## src/verilog/oc_pwm_pkg.sv

```systemverilog
package oc_pwm_pkg;
   // ----------------------------------------
   // Register map (byte addresses)
   // ----------------------------------------
   localparam logic [7:0] CTRL_OFS = 8'h00;
   localparam logic [7:0] CHAN_OFS = 8'h04;
   localparam logic [7:0] RELOAD_OFS = 8'h08;
   localparam logic [7:0] COMPARE_OFS = 8'h0C;
   localparam logic [7:0] COUNT_OFS = 8'h10;
   localparam logic [7:0] STATUS_OFS = 8'h14;
   localparam logic [7:0] EVENT_OFS = 8'h18;
   localparam logic [7:0] OUT_OFS = 8'h1C;
   // ----------------------------------------
   // CTRL fields
   // ----------------------------------------
   localparam int CTRL_CEN_BIT = 0;
   localparam int CTRL_DIR_BIT = 1;
   localparam int CTRL_CMS_LSB = 2;
   localparam int CTRL_RELOAD_PRELOAD_EN_BIT = 4;
   localparam int CTRL_MOE_BIT = 5;
   localparam int CTRL_DTG_LSB = 8;
   // ----------------------------------------
   // CHAN fields
   // ----------------------------------------
   localparam int CHAN_MODE_LSB = 0;
   localparam int CHAN_PE_BIT = 3;
   localparam int CHAN_SEL_LSB = 4;
   localparam int CHAN_MP_BIT = 6;
   localparam int CHAN_CP_BIT = 7;
   localparam int CHAN_ME_BIT = 8;
   localparam int CHAN_CE_BIT = 9;
   localparam int CHAN_IE_BIT = 10;
   localparam int CHAN_DE_BIT = 11;
   localparam int CHAN_DS_BIT = 12;
   localparam int CHAN_OISM_BIT = 13;
   localparam int CHAN_OISC_BIT = 14;
   localparam int EVENT_UG_BIT = 0;
   localparam logic [31:0] CTRL_RESET = 32'h0000_0000;
   localparam logic [31:0] CHAN_RESET = 32'h0000_0000;

   typedef enum logic [2:0] {
      MODE_FROZEN = 3'b000,
      MODE_SET_ACT = 3'b001,
      MODE_SET_INACT = 3'b010,
      MODE_TOGGLE = 3'b011,
      MODE_FORCE_LOW = 3'b100,
      MODE_FORCE_HIGH = 3'b101,
      MODE_PWM1 = 3'b110,
      MODE_PWM2 = 3'b111
   } compare_mode_type;

   localparam logic [1:0] ALIGN_EDGE = 2'b00;
   localparam logic [1:0] ALIGN_DOWN_FLAG = 2'b01;
   localparam logic [1:0] ALIGN_UP_FLAG = 2'b10;
   localparam logic [1:0] SEL_OUTPUT = 2'b00;
endpackage

```

## src/verilog/deadtime_delay.sv

```systemverilog
`timescale 1ns/1ps
// Rising-edge delay: output follows input low at once, rises only after
// the input has stayed high for dead_cycles clocks. Short pulses vanish.
module deadtime_delay #(
   parameter int DT_W = 8
) (
   input wire logic core_clk,
   input wire logic rst_b,
   input wire logic level_in,
   input wire logic [DT_W-1:0] dead_cycles,
   output logic level_out
);
   logic [DT_W-1:0] cnt_r;
   wire done = (cnt_r >= dead_cycles);

   always_ff @(posedge core_clk or negedge rst_b) begin
      if (!rst_b) begin
         cnt_r <= '0;
         level_out <= 1'b0;
      end else if (!level_in) begin
         cnt_r <= '0;
         level_out <= 1'b0;
      end else begin
         if (!done) begin
            cnt_r <= cnt_r + 1'b1;
         end
         level_out <= done;
      end
   end
endmodule

```

## src/verilog/oc_pwm_channel.sv

```systemverilog
`timescale 1ns/1ps
module oc_pwm_channel #(
   parameter int CNT_W = 16,
   parameter int DT_W = 8
) (
   input wire logic core_clk,
   input wire logic rst_b,
   input wire logic psel,
   input wire logic penable,
   input wire logic pwrite,
   input wire logic [7:0] paddr,
   input wire logic [31:0] pwdata,
   output logic [31:0] prdata,
   output logic pready,
   output logic pslverr,
   output logic main_output,
   output logic complementary_output,
   output logic main_oe,
   output logic comp_oe,
   output logic match_irq,
   output logic match_dma_req
);
   // ----------------------------------------
   // Registers
   // ----------------------------------------
   logic [31:0] ctrl_r;
   logic [31:0] chan_r;
   logic [CNT_W-1:0] reload_pre_r, reload_sh_r;
   logic [CNT_W-1:0] compare_pre_r, compare_sh_r;
   logic [CNT_W-1:0] counter_value_r, counter_value_nxt;
   logic compare_match_flag_r, upd_flag_r;
   logic ref_waveform_r, ref_waveform_nxt;
   logic dir_nxt;

   wire acc = psel && penable;
   wire wr = acc && pwrite;
   wire rd = acc && !pwrite;
   wire hit_ctrl = (paddr == oc_pwm_pkg::CTRL_OFS);
   wire hit_chan = (paddr == oc_pwm_pkg::CHAN_OFS);
   wire hit_rel = (paddr == oc_pwm_pkg::RELOAD_OFS);
   wire hit_cmp = (paddr == oc_pwm_pkg::COMPARE_OFS);
   wire hit_cnt = (paddr == oc_pwm_pkg::COUNT_OFS);
   wire hit_sts = (paddr == oc_pwm_pkg::STATUS_OFS);
   wire hit_evt = (paddr == oc_pwm_pkg::EVENT_OFS);
   wire hit_out = (paddr == oc_pwm_pkg::OUT_OFS);
   wire mapped = hit_ctrl | hit_chan | hit_rel | hit_cmp | hit_cnt | hit_sts | hit_evt | hit_out;

   // ----------------------------------------
   // Field decode
   // ----------------------------------------
   wire counter_enable = ctrl_r[oc_pwm_pkg::CTRL_CEN_BIT];
   wire dir_down = ctrl_r[oc_pwm_pkg::CTRL_DIR_BIT];
   wire [1:0] alignment_select = ctrl_r[oc_pwm_pkg::CTRL_CMS_LSB +: 2];
   wire reload_preload_en = ctrl_r[oc_pwm_pkg::CTRL_RELOAD_PRELOAD_EN_BIT];
   wire master_out_en = ctrl_r[oc_pwm_pkg::CTRL_MOE_BIT];
   wire [DT_W-1:0] deadtime_setting = ctrl_r[oc_pwm_pkg::CTRL_DTG_LSB +: DT_W];
   wire [2:0] compare_mode_field = chan_r[oc_pwm_pkg::CHAN_MODE_LSB +: 3];
   wire compare_preload_en = chan_r[oc_pwm_pkg::CHAN_PE_BIT];
   wire [1:0] channel_direction_select = chan_r[oc_pwm_pkg::CHAN_SEL_LSB +: 2];
   wire main_polarity = chan_r[oc_pwm_pkg::CHAN_MP_BIT];
   wire comp_polarity = chan_r[oc_pwm_pkg::CHAN_CP_BIT];
   wire main_out_en = chan_r[oc_pwm_pkg::CHAN_ME_BIT];
   wire comp_out_en = chan_r[oc_pwm_pkg::CHAN_CE_BIT];
   wire match_irq_en = chan_r[oc_pwm_pkg::CHAN_IE_BIT];
   wire match_dma_en = chan_r[oc_pwm_pkg::CHAN_DE_BIT];
   wire dma_request_select = chan_r[oc_pwm_pkg::CHAN_DS_BIT];
   wire idle_level_main = chan_r[oc_pwm_pkg::CHAN_OISM_BIT];
   wire idle_level_comp = chan_r[oc_pwm_pkg::CHAN_OISC_BIT];
   wire out_mode = (channel_direction_select == oc_pwm_pkg::SEL_OUTPUT);
   wire center = (alignment_select != oc_pwm_pkg::ALIGN_EDGE);

   // ----------------------------------------
   // Time base
   // ----------------------------------------
   wire update_generate = wr && hit_evt && pwdata[oc_pwm_pkg::EVENT_UG_BIT];
   wire cnt_wr = wr && hit_cnt;
   wire [CNT_W-1:0] cnt_wdata = pwdata[CNT_W-1:0];
   wire at_top = (counter_value_r >= reload_sh_r);
   wire at_zero = (counter_value_r == '0);
   // Hardware wrap or reversal; software counter writes never make one
   wire wrap_evt = counter_enable && !cnt_wr &&
                   (center ? ((!dir_down && at_top) || (dir_down && at_zero))
                           : (dir_down ? at_zero : at_top));
   wire update_event = update_generate || wrap_evt;

   always_comb begin
      counter_value_nxt = counter_value_r;
      dir_nxt = dir_down;
      if (cnt_wr) begin
         counter_value_nxt = cnt_wdata;
         if (center && cnt_wdata == '0) begin
            dir_nxt = 1'b0;
         end else if (center && cnt_wdata == reload_sh_r) begin
            dir_nxt = 1'b1;
         end // else above-reload or mid values keep direction
      end else if (update_generate) begin
         counter_value_nxt = dir_down && !center ? reload_sh_r : '0;
      end else if (counter_enable) begin
         // Starting direction is whatever the direction bit holds
         if (center) begin
            if (!dir_down && at_top) begin
               dir_nxt = 1'b1;
               counter_value_nxt = counter_value_r - 1'b1;
            end else if (dir_down && at_zero) begin
               dir_nxt = 1'b0;
               counter_value_nxt = counter_value_r + 1'b1;
            end else begin
               counter_value_nxt = dir_down ? counter_value_r - 1'b1 : counter_value_r + 1'b1;
            end
         end else if (dir_down) begin
            counter_value_nxt = at_zero ? reload_sh_r : counter_value_r - 1'b1;
         end else begin
            counter_value_nxt = at_top ? '0 : counter_value_r + 1'b1;
         end
      end
   end

   // ----------------------------------------
   // Compare and reference
   // ----------------------------------------
   wire match = counter_enable && (counter_value_r == compare_sh_r);
   wire flag_dir_ok = !center || (alignment_select == oc_pwm_pkg::ALIGN_DOWN_FLAG ? dir_down :
                      alignment_select == oc_pwm_pkg::ALIGN_UP_FLAG ? !dir_down : 1'b1);
   wire match_evt = match && flag_dir_ok;
   wire over_top = (compare_sh_r > reload_sh_r);
   wire pwm1_ref = over_top ? 1'b1 :
                   dir_down ? !(counter_value_r > compare_sh_r) :
                   (counter_value_r < compare_sh_r);

   always_comb begin
      ref_waveform_nxt = ref_waveform_r; // update event is ignored here
      case (compare_mode_field)
         oc_pwm_pkg::MODE_FROZEN: ref_waveform_nxt = ref_waveform_r;
         oc_pwm_pkg::MODE_SET_ACT: if (match) ref_waveform_nxt = 1'b1;
         oc_pwm_pkg::MODE_SET_INACT: if (match) ref_waveform_nxt = 1'b0;
         oc_pwm_pkg::MODE_TOGGLE: if (match) ref_waveform_nxt = !ref_waveform_r;
         oc_pwm_pkg::MODE_FORCE_LOW: ref_waveform_nxt = 1'b0;
         oc_pwm_pkg::MODE_FORCE_HIGH: ref_waveform_nxt = 1'b1;
         oc_pwm_pkg::MODE_PWM1: ref_waveform_nxt = pwm1_ref;
         default: ref_waveform_nxt = !pwm1_ref;
      endcase
      if (!out_mode) begin
         ref_waveform_nxt = 1'b0;
      end
   end

   // ----------------------------------------
   // Output stage with dead time
   // ----------------------------------------
   wire both_en = main_out_en && comp_out_en;
   // Master disable steers both legs to idle levels, through the delay modules with dt_eff forced to zero
   wire main_raw = master_out_en ? ref_waveform_r : idle_level_main ^ main_polarity;
   wire comp_raw = master_out_en ? (both_en ? !ref_waveform_r : ref_waveform_r)
                                 : idle_level_comp ^ comp_polarity;
   wire [DT_W-1:0] dt_eff = (both_en && master_out_en) ? deadtime_setting : '0;
   wire main_dly, comp_dly;

   deadtime_delay #(.DT_W(DT_W)) u_main_dly (
      .core_clk(core_clk),
      .rst_b(rst_b),
      .level_in(main_raw),
      .dead_cycles(dt_eff),
      .level_out(main_dly)
   );

   deadtime_delay #(.DT_W(DT_W)) u_comp_dly (
      .core_clk(core_clk),
      .rst_b(rst_b),
      .level_in(comp_raw),
      .dead_cycles(dt_eff),
      .level_out(comp_dly)
   );

   // Both legs active at once is blocked outright when both are enabled
   wire clash = both_en && main_dly && comp_dly;
   wire main_act = main_out_en && main_dly && !clash;
   wire comp_act = comp_out_en && comp_dly && !clash;
   wire main_lvl = main_act ^ main_polarity;
   wire comp_lvl = comp_act ^ comp_polarity;

   // ----------------------------------------
   // Register file and state
   // ----------------------------------------
   wire flag_clr = wr && hit_sts && !pwdata[0];
   wire [31:0] ctrl_wdata = {pwdata[31:2], dir_nxt, pwdata[0]};
   wire [31:0] rd_mux = hit_ctrl ? ctrl_r : hit_chan ? chan_r :
                        hit_rel ? 32'(reload_pre_r) : hit_cmp ? 32'(compare_pre_r) :
                        hit_cnt ? 32'(counter_value_r) :
                        hit_sts ? {30'h0, upd_flag_r, compare_match_flag_r} :
                        hit_out ? {29'h0, ref_waveform_r, complementary_output, main_output} :
                        32'h0000_0000;

   always_ff @(posedge core_clk or negedge rst_b) begin
      if (!rst_b) begin
         ctrl_r <= oc_pwm_pkg::CTRL_RESET;
         chan_r <= oc_pwm_pkg::CHAN_RESET;
         reload_pre_r <= '0;
         reload_sh_r <= '0;
         compare_pre_r <= '0;
         compare_sh_r <= '0;
         counter_value_r <= '0;
         compare_match_flag_r <= 1'b0;
         upd_flag_r <= 1'b0;
         ref_waveform_r <= 1'b0;
      end else begin
         // Direction bit is ignored on writes in center mode
         ctrl_r <= (wr && hit_ctrl) ? (center ? ctrl_wdata : pwdata)
                                    : {ctrl_r[31:2], dir_nxt, ctrl_r[0]};
         if (wr && hit_chan) chan_r <= pwdata;
         if (wr && hit_rel) reload_pre_r <= pwdata[CNT_W-1:0];
         if (wr && hit_cmp) compare_pre_r <= pwdata[CNT_W-1:0];
         if (!reload_preload_en && wr && hit_rel) begin
            reload_sh_r <= pwdata[CNT_W-1:0];
         end else if (update_event) begin
            reload_sh_r <= reload_pre_r;
         end
         if (!compare_preload_en && wr && hit_cmp) begin
            compare_sh_r <= pwdata[CNT_W-1:0];
         end else if (update_event && compare_preload_en) begin
            compare_sh_r <= compare_pre_r;
         end
         counter_value_r <= counter_value_nxt;
         // Set wins over a clear in the same cycle
         compare_match_flag_r <= match_evt || (compare_match_flag_r && !flag_clr);
         upd_flag_r <= update_event || (upd_flag_r && !(wr && hit_sts && !pwdata[1]));
         ref_waveform_r <= ref_waveform_nxt;
      end
   end

   always_ff @(posedge core_clk or negedge rst_b) begin
      if (!rst_b) begin
         prdata <= 32'h0000_0000;
         pready <= 1'b0;
         pslverr <= 1'b0;
         main_output <= 1'b0;
         complementary_output <= 1'b0;
         main_oe <= 1'b0;
         comp_oe <= 1'b0;
         match_irq <= 1'b0;
         match_dma_req <= 1'b0;
      end else begin
         pready <= psel && !penable;
         pslverr <= psel && !penable && !mapped;
         prdata <= (psel && !penable && !pwrite) ? rd_mux : 32'h0000_0000;
         main_output <= main_lvl;
         complementary_output <= comp_lvl;
         main_oe <= main_out_en;
         comp_oe <= comp_out_en;
         match_irq <= match_evt && match_irq_en;
         match_dma_req <= match_dma_en &&
                          (dma_request_select ? update_event : match_evt);
      end
   end

   // ----------------------------------------
   // Checks
   // ----------------------------------------
   AST_FORCE_HIGH: assert property (@(posedge core_clk) disable iff (!rst_b)
      out_mode && compare_mode_field == oc_pwm_pkg::MODE_FORCE_HIGH |=> ref_waveform_r)
      else $error("forced high not applied");
   AST_FORCE_LOW: assert property (@(posedge core_clk) disable iff (!rst_b)
      compare_mode_field == oc_pwm_pkg::MODE_FORCE_LOW |=> !ref_waveform_r)
      else $error("forced low not applied");
   AST_FLAG_SET: assert property (@(posedge core_clk) disable iff (!rst_b)
      match_evt |=> compare_match_flag_r)
      else $error("match flag not set");
   AST_TOGGLE: assert property (@(posedge core_clk) disable iff (!rst_b)
      out_mode && compare_mode_field == oc_pwm_pkg::MODE_TOGGLE && match
      |=> ref_waveform_r != $past(ref_waveform_r))
      else $error("toggle missed");
   AST_IRQ: assert property (@(posedge core_clk) disable iff (!rst_b)
      match_irq |-> $past(match_evt) && $past(match_irq_en))
      else $error("spurious match interrupt");
   AST_IMMEDIATE: assert property (@(posedge core_clk) disable iff (!rst_b)
      wr && hit_cmp && !compare_preload_en |=> compare_sh_r == $past(pwdata[CNT_W-1:0]))
      else $error("compare write not immediate");
   AST_PWM1_UP: assert property (@(posedge core_clk) disable iff (!rst_b)
      out_mode && compare_mode_field == oc_pwm_pkg::MODE_PWM1 && !dir_down && !over_top
      |=> ref_waveform_r == ($past(counter_value_r) < $past(compare_sh_r)))
      else $error("pwm1 up level wrong");
   AST_NO_OVERLAP: assert property (@(posedge core_clk) disable iff (!rst_b)
      both_en ##1 both_en |-> !((main_output ^ main_polarity) && (complementary_output ^ comp_polarity)))
      else $error("both outputs active");
   AST_DEADTIME: assert property (@(posedge core_clk) disable iff (!rst_b)
      $rose(main_dly) && dt_eff != '0 |-> $past(main_raw, 2))
      else $error("main rose without dead time");
endmodule

```

## config.mk

```make
export PLATFORM = sky130hd
export DESIGN_NAME = oc_pwm_channel
export DESIGN_NICKNAME = d
export VERILOG_FILES = /design/src/verilog/oc_pwm_pkg.sv /design/src/verilog/deadtime_delay.sv /design/src/verilog/oc_pwm_channel.sv
export SDC_FILE = /design/constraint.sdc
export NUM_CORES = 1
export LEC_CHECK = 0
export BUFFER_PORTS_ARGS = -buffer_cell sky130_fd_sc_hd__buf_2
export CORE_MARGIN = 4
export CORE_UTILIZATION = 40
export DETAILED_ROUTE_END_ITERATION = 16
export MAX_ROUTING_LAYER = met4
export PLACE_DENSITY = 0.69
export SETUP_SLACK_MARGIN = 0.15
export SYNTH_ARGS = -nofsm -noshare
export SYNTH_HDL_FRONTEND = slang
export SYNTH_SLANG_ARGS = --single-unit
export TNS_END_PERCENT = 5
```

## constraint.sdc

```tcl
create_clock -name core_clk -period 3.67 [get_ports core_clk]
set_clock_uncertainty 0.15 [all_clocks]
set_input_delay 0.734 -clock core_clk [delete_from_list [all_inputs] [get_ports core_clk]]
set_output_delay 0.734 -clock core_clk [all_outputs]
set_load 0.03 [all_outputs]
```

==> results.py <==
metrics = {
    "global_routing": {
        "gr-total-overflow": 0,
        "grt_pass1_vias": 10100,
        "grtUsageTotal": 0.218,
        "grt_pass1_wl_um": 56700,
        "grt_max_degree": 84,
        "antenna_found_initial": 0,
    },
    "critical_path": {
        "crit_type": "reg -> reg",
        "setup.worst_path.end": "counter_value_r[5]",
        "path_cells": "inv_1, ha_1, nor4b_1, nand4_1, or2_2, o21ai_2, nor2_1, a2111oi_0, buf_4, o31ai_1",
        "path_delay_family": "simple AND/OR/NAND/NOR gates",
        "rrSetupSlack_ps": 470,
        "reg2reg_from": "counter_value_r[1]",
        "crit_required_ps": 3900,
        "worstReg2RegEnd": "counter_value_r[5]",
        "critPathLaunchType": "register",
        "ff2ff_path_depth": 10,
        "cp.arrival_ps": 3430,
        "end_kind": "register",
        "crit_path_top_delay_cell": "a2111oi_0",
        "cp.depth": 10,
        "cpPeakStageDelay_ps": 540,
        "worst-path-buf-inv": 2,
        "cp_max_fo": 8,
        "startpoint": "counter_value_r[1]",
    },
    "detailed_routing": {
        "via_per_inst": 5.85,
        "ant_nets": 0,
        "drtIter0Drc": 934,
        "route.detailed.wl_per_inst_um": 20.7,
        "vias": 10100,
        "dr.pass1.iters": 5,
        "finalWirelength_um": 35700,
        "drc_errors": 0,
    },
    "timing": {
        "period_share": 0.871,
        "fin_crit_ps": 3200,
        "tns_ps": 0,
        "hold_violations": 0,
        "setup_violations": 0,
        "rsz0062_at_grt": "false",
        "maxSlewViolCount": 0,
        "tightest_slew_ps": 1000,
        "fmax_mhz": 313,
        "max_slew_margin": 0.334,
    },
    "yosys": {
        "ys.flop_type": "dfrtp_1",
        "synthSimpleGateAreaFrac": 0.139,
        "async_flop_share": 1.00,
        "syn-num-nets": 1360,
        "synth-xor-area-share": 0.0294,
        "synth_area_per_cell_um2": 9.80,
        "synth_cell_type_count": 79,
        "yosysWarnings": 0,
        "yosysTopAreaCell": "dfrtp_1",
        "synth_mux_area_frac": 0.141,
        "synth_top_family_by_area": "compound AO/OA/AOI/OAI gates",
        "syn_area_um2": 12200,
        "synth_compound_area_frac": 0.155,
        "synth_area_leaders": "dfrtp_1 42%, mux2_2 8.9%, ha_1 7.1%",
        "synth-seq-cells": 205,
        "ys_seq_area_frac": 0.420,
        "netlist_instances": 1246,
        "synth_top_area_frac": 0.420,
        "synth_edf_count": 0,
        "synth_adder_area_share": 0.0707,
    },
    "die": {
        "die_x_um": 183,
        "die_h_um": 183,
        "num_rows": 63,
        "io_pins": 85,
        "initial_core_util": 0.409,
        "die-area_um2": 33400,
        "core_area_um2": 29900,
    },
    "layout": {
        "layout-area-overhead-vs-synth_pct": 14.6,
        "n_antenna_cell": 0,
        "drive_above_1_share": 0.218,
        "layout.nets": 1438,
        "final_core_util": 0.469,
    },
    "place": {
        "dp_hpwl_um": 26100,
        "numPortBuffers": 84,
        "gp_congestion": 0.983,
    },
    "power_and_ir_drop": {
        "peakVddDrop_mv": 0.416,
        "powerDensity_nw_per_um2": 410,
        "power_leakage_nw": 6.67,
    },
    "clocking": {
        "clock_latency_ps": 510,
        "htreeDepth": 1,
        "cts_buffers": 23,
        "cts.sinks": 205,
        "cts.repair.resized": 0,
        "cts_tree": "yes",
        "clockBufferDepth": 3,
        "clkTransAtPathRegs_ps": 60,
        "cts-root-buf": "clkbuf_16",
    },
    "outcome": {
        "status": "finished clean",
    },
    "hold_path": {
        "hp-class": "in -> async",
    },
    "job": {
        "cap_violations": 0,
    },
}
synthesized netlist by cell type (10+ instances only):
master    count
o22ai_1      10
a21o_1       10
o21ai_1      12
inv_1        48
o21ai_0      57
ha_1         69
dfrtp_1     205
nand4_1      16
mux2_2       97
xnor2_1      17
nand2b_1     11
nor4_1       12
nor3_1       17
buf_2        12
xor2_1       24
nand3_1      25
a31oi_1      16
a21oi_1      80
and3_1       12
nand2_1      83
mux2i_1      59
a211oi_1     31
nor2_1      108
or3_1        10
a22oi_1      17
clkbuf_1     58
flip-flops by register name, indices dropped and copies added, names as in the netlist, 8 cells and up:
name / cells
chan_r: 32
compare_pre_r: 16
compare_sh_r: 16
counter_value_r: 16
ctrl_r: 32
prdata: 32
reload_pre_r: 16
reload_sh_r: 16
u_comp_dly.cnt_r: 8
u_main_dly.cnt_r: 8
kinds of logic (layout without fill, tap and decap cells):
family	after synthesis	count (layout)
and+or+nand+nor	340	340
AOI/OAI and AO/OA	297	297
DFF	205	205
muxes	159	159
buffers and inverters	135	229
adders and majority gates	69	69
xor gates and xnor gates	41	41
through the flow:
step                      hold WS (ps)  setup slack (ps)  cells  instance area (um^2)  total power [mW]
after floorplan                    265               703   1246                 12200              3.06
after global placement             320               316   1688                 13200              3.47
after global routing               174               285   1730                 14000              6.00
after detailed placement           324               370   1688                 13200              3.48
final                              103               474   1730                 14000              5.74
after CTS                          135               379   1729                 14000              5.76
placed cells by master (no fill, tap or decap), types with 11 or more instances in the layout:
cell type  count
mux2_2        97
xor2_1        24
ha_1          69
buf_4         52
o21ai_0       57
xnor2_1       17
nor3_1        17
mux2i_1       59
a21oi_1       80
o21ai_1       12
clkbuf_16     23
dfrtp_1      205
nand2_1       83
a31oi_1       16
a211oi_1      31
nand3_1       24
nand2b_1      11
nand4_1       16
nor4_1        12
nor2_1       108
a22oi_1       17
buf_2         83
inv_1         48
and3_1        11
report_power, final:
| part | internal [mW] | total, mW | switching [mW] |
|---|---|---|---|
| Clock | 1.36 | 2.27 | 0.908 |
| Sequential | 2.34 | 2.40 | 0.0609 |
| Combinational | 0.404 | 1.07 | 0.664 |
worst reg2reg max path: cells and delay by family, from the launching register on:
kind	cells	cell delay [ps]
buffers and inverters	2	370
adders and majority gates	1	190
DFF	1	500
and+or+nand+nor	4	1080
AOI/OAI and AO/OA	3	790
cell type report:
cell class	instances	area (um^2)
Clock buffer	35	651
Timing Repair Buffer	140	900
Multi-Input combinational cell	906	6560
Sequential cell	205	5130
Clock inverter	6	90.1
Tap cell	390	488
Fill cell	2714	15900
Inverter	48	180
timing repair:
| action | CTS | global route |
|---|---|---|
| setup endpoints to repair | 0 | 2 |
| setup buffers | 0 | 1 |
| hold buffers | 0 | 0 |
worst min path at each step:
stage                                     from                    to  slack [ps]  cells past startpoint
final                                    rst_b   u_comp_dly.cnt_r[5]         100                      1
after global routing                     rst_b   u_comp_dly.cnt_r[1]         170                      1
after CTS                                rst_b   u_comp_dly.cnt_r[5]         140                      1
after detailed placement  compare_match_flag_r  compare_match_flag_r         320                      2
after global placement    compare_match_flag_r  compare_match_flag_r         320                      2
after floorplan                      chan_r[9]               comp_oe         270                      0
routing by layer:
metal	vias up	global-route usage	share of wire
met5	-	-	0
met4	0	0.0651	0.031
met3	88	0.0375	0.085
met2	461	0.330	0.45
met1	4885	0.301	0.44
li1	4681	-	-
No activity file was read; power rests on OpenSTA's default activity.
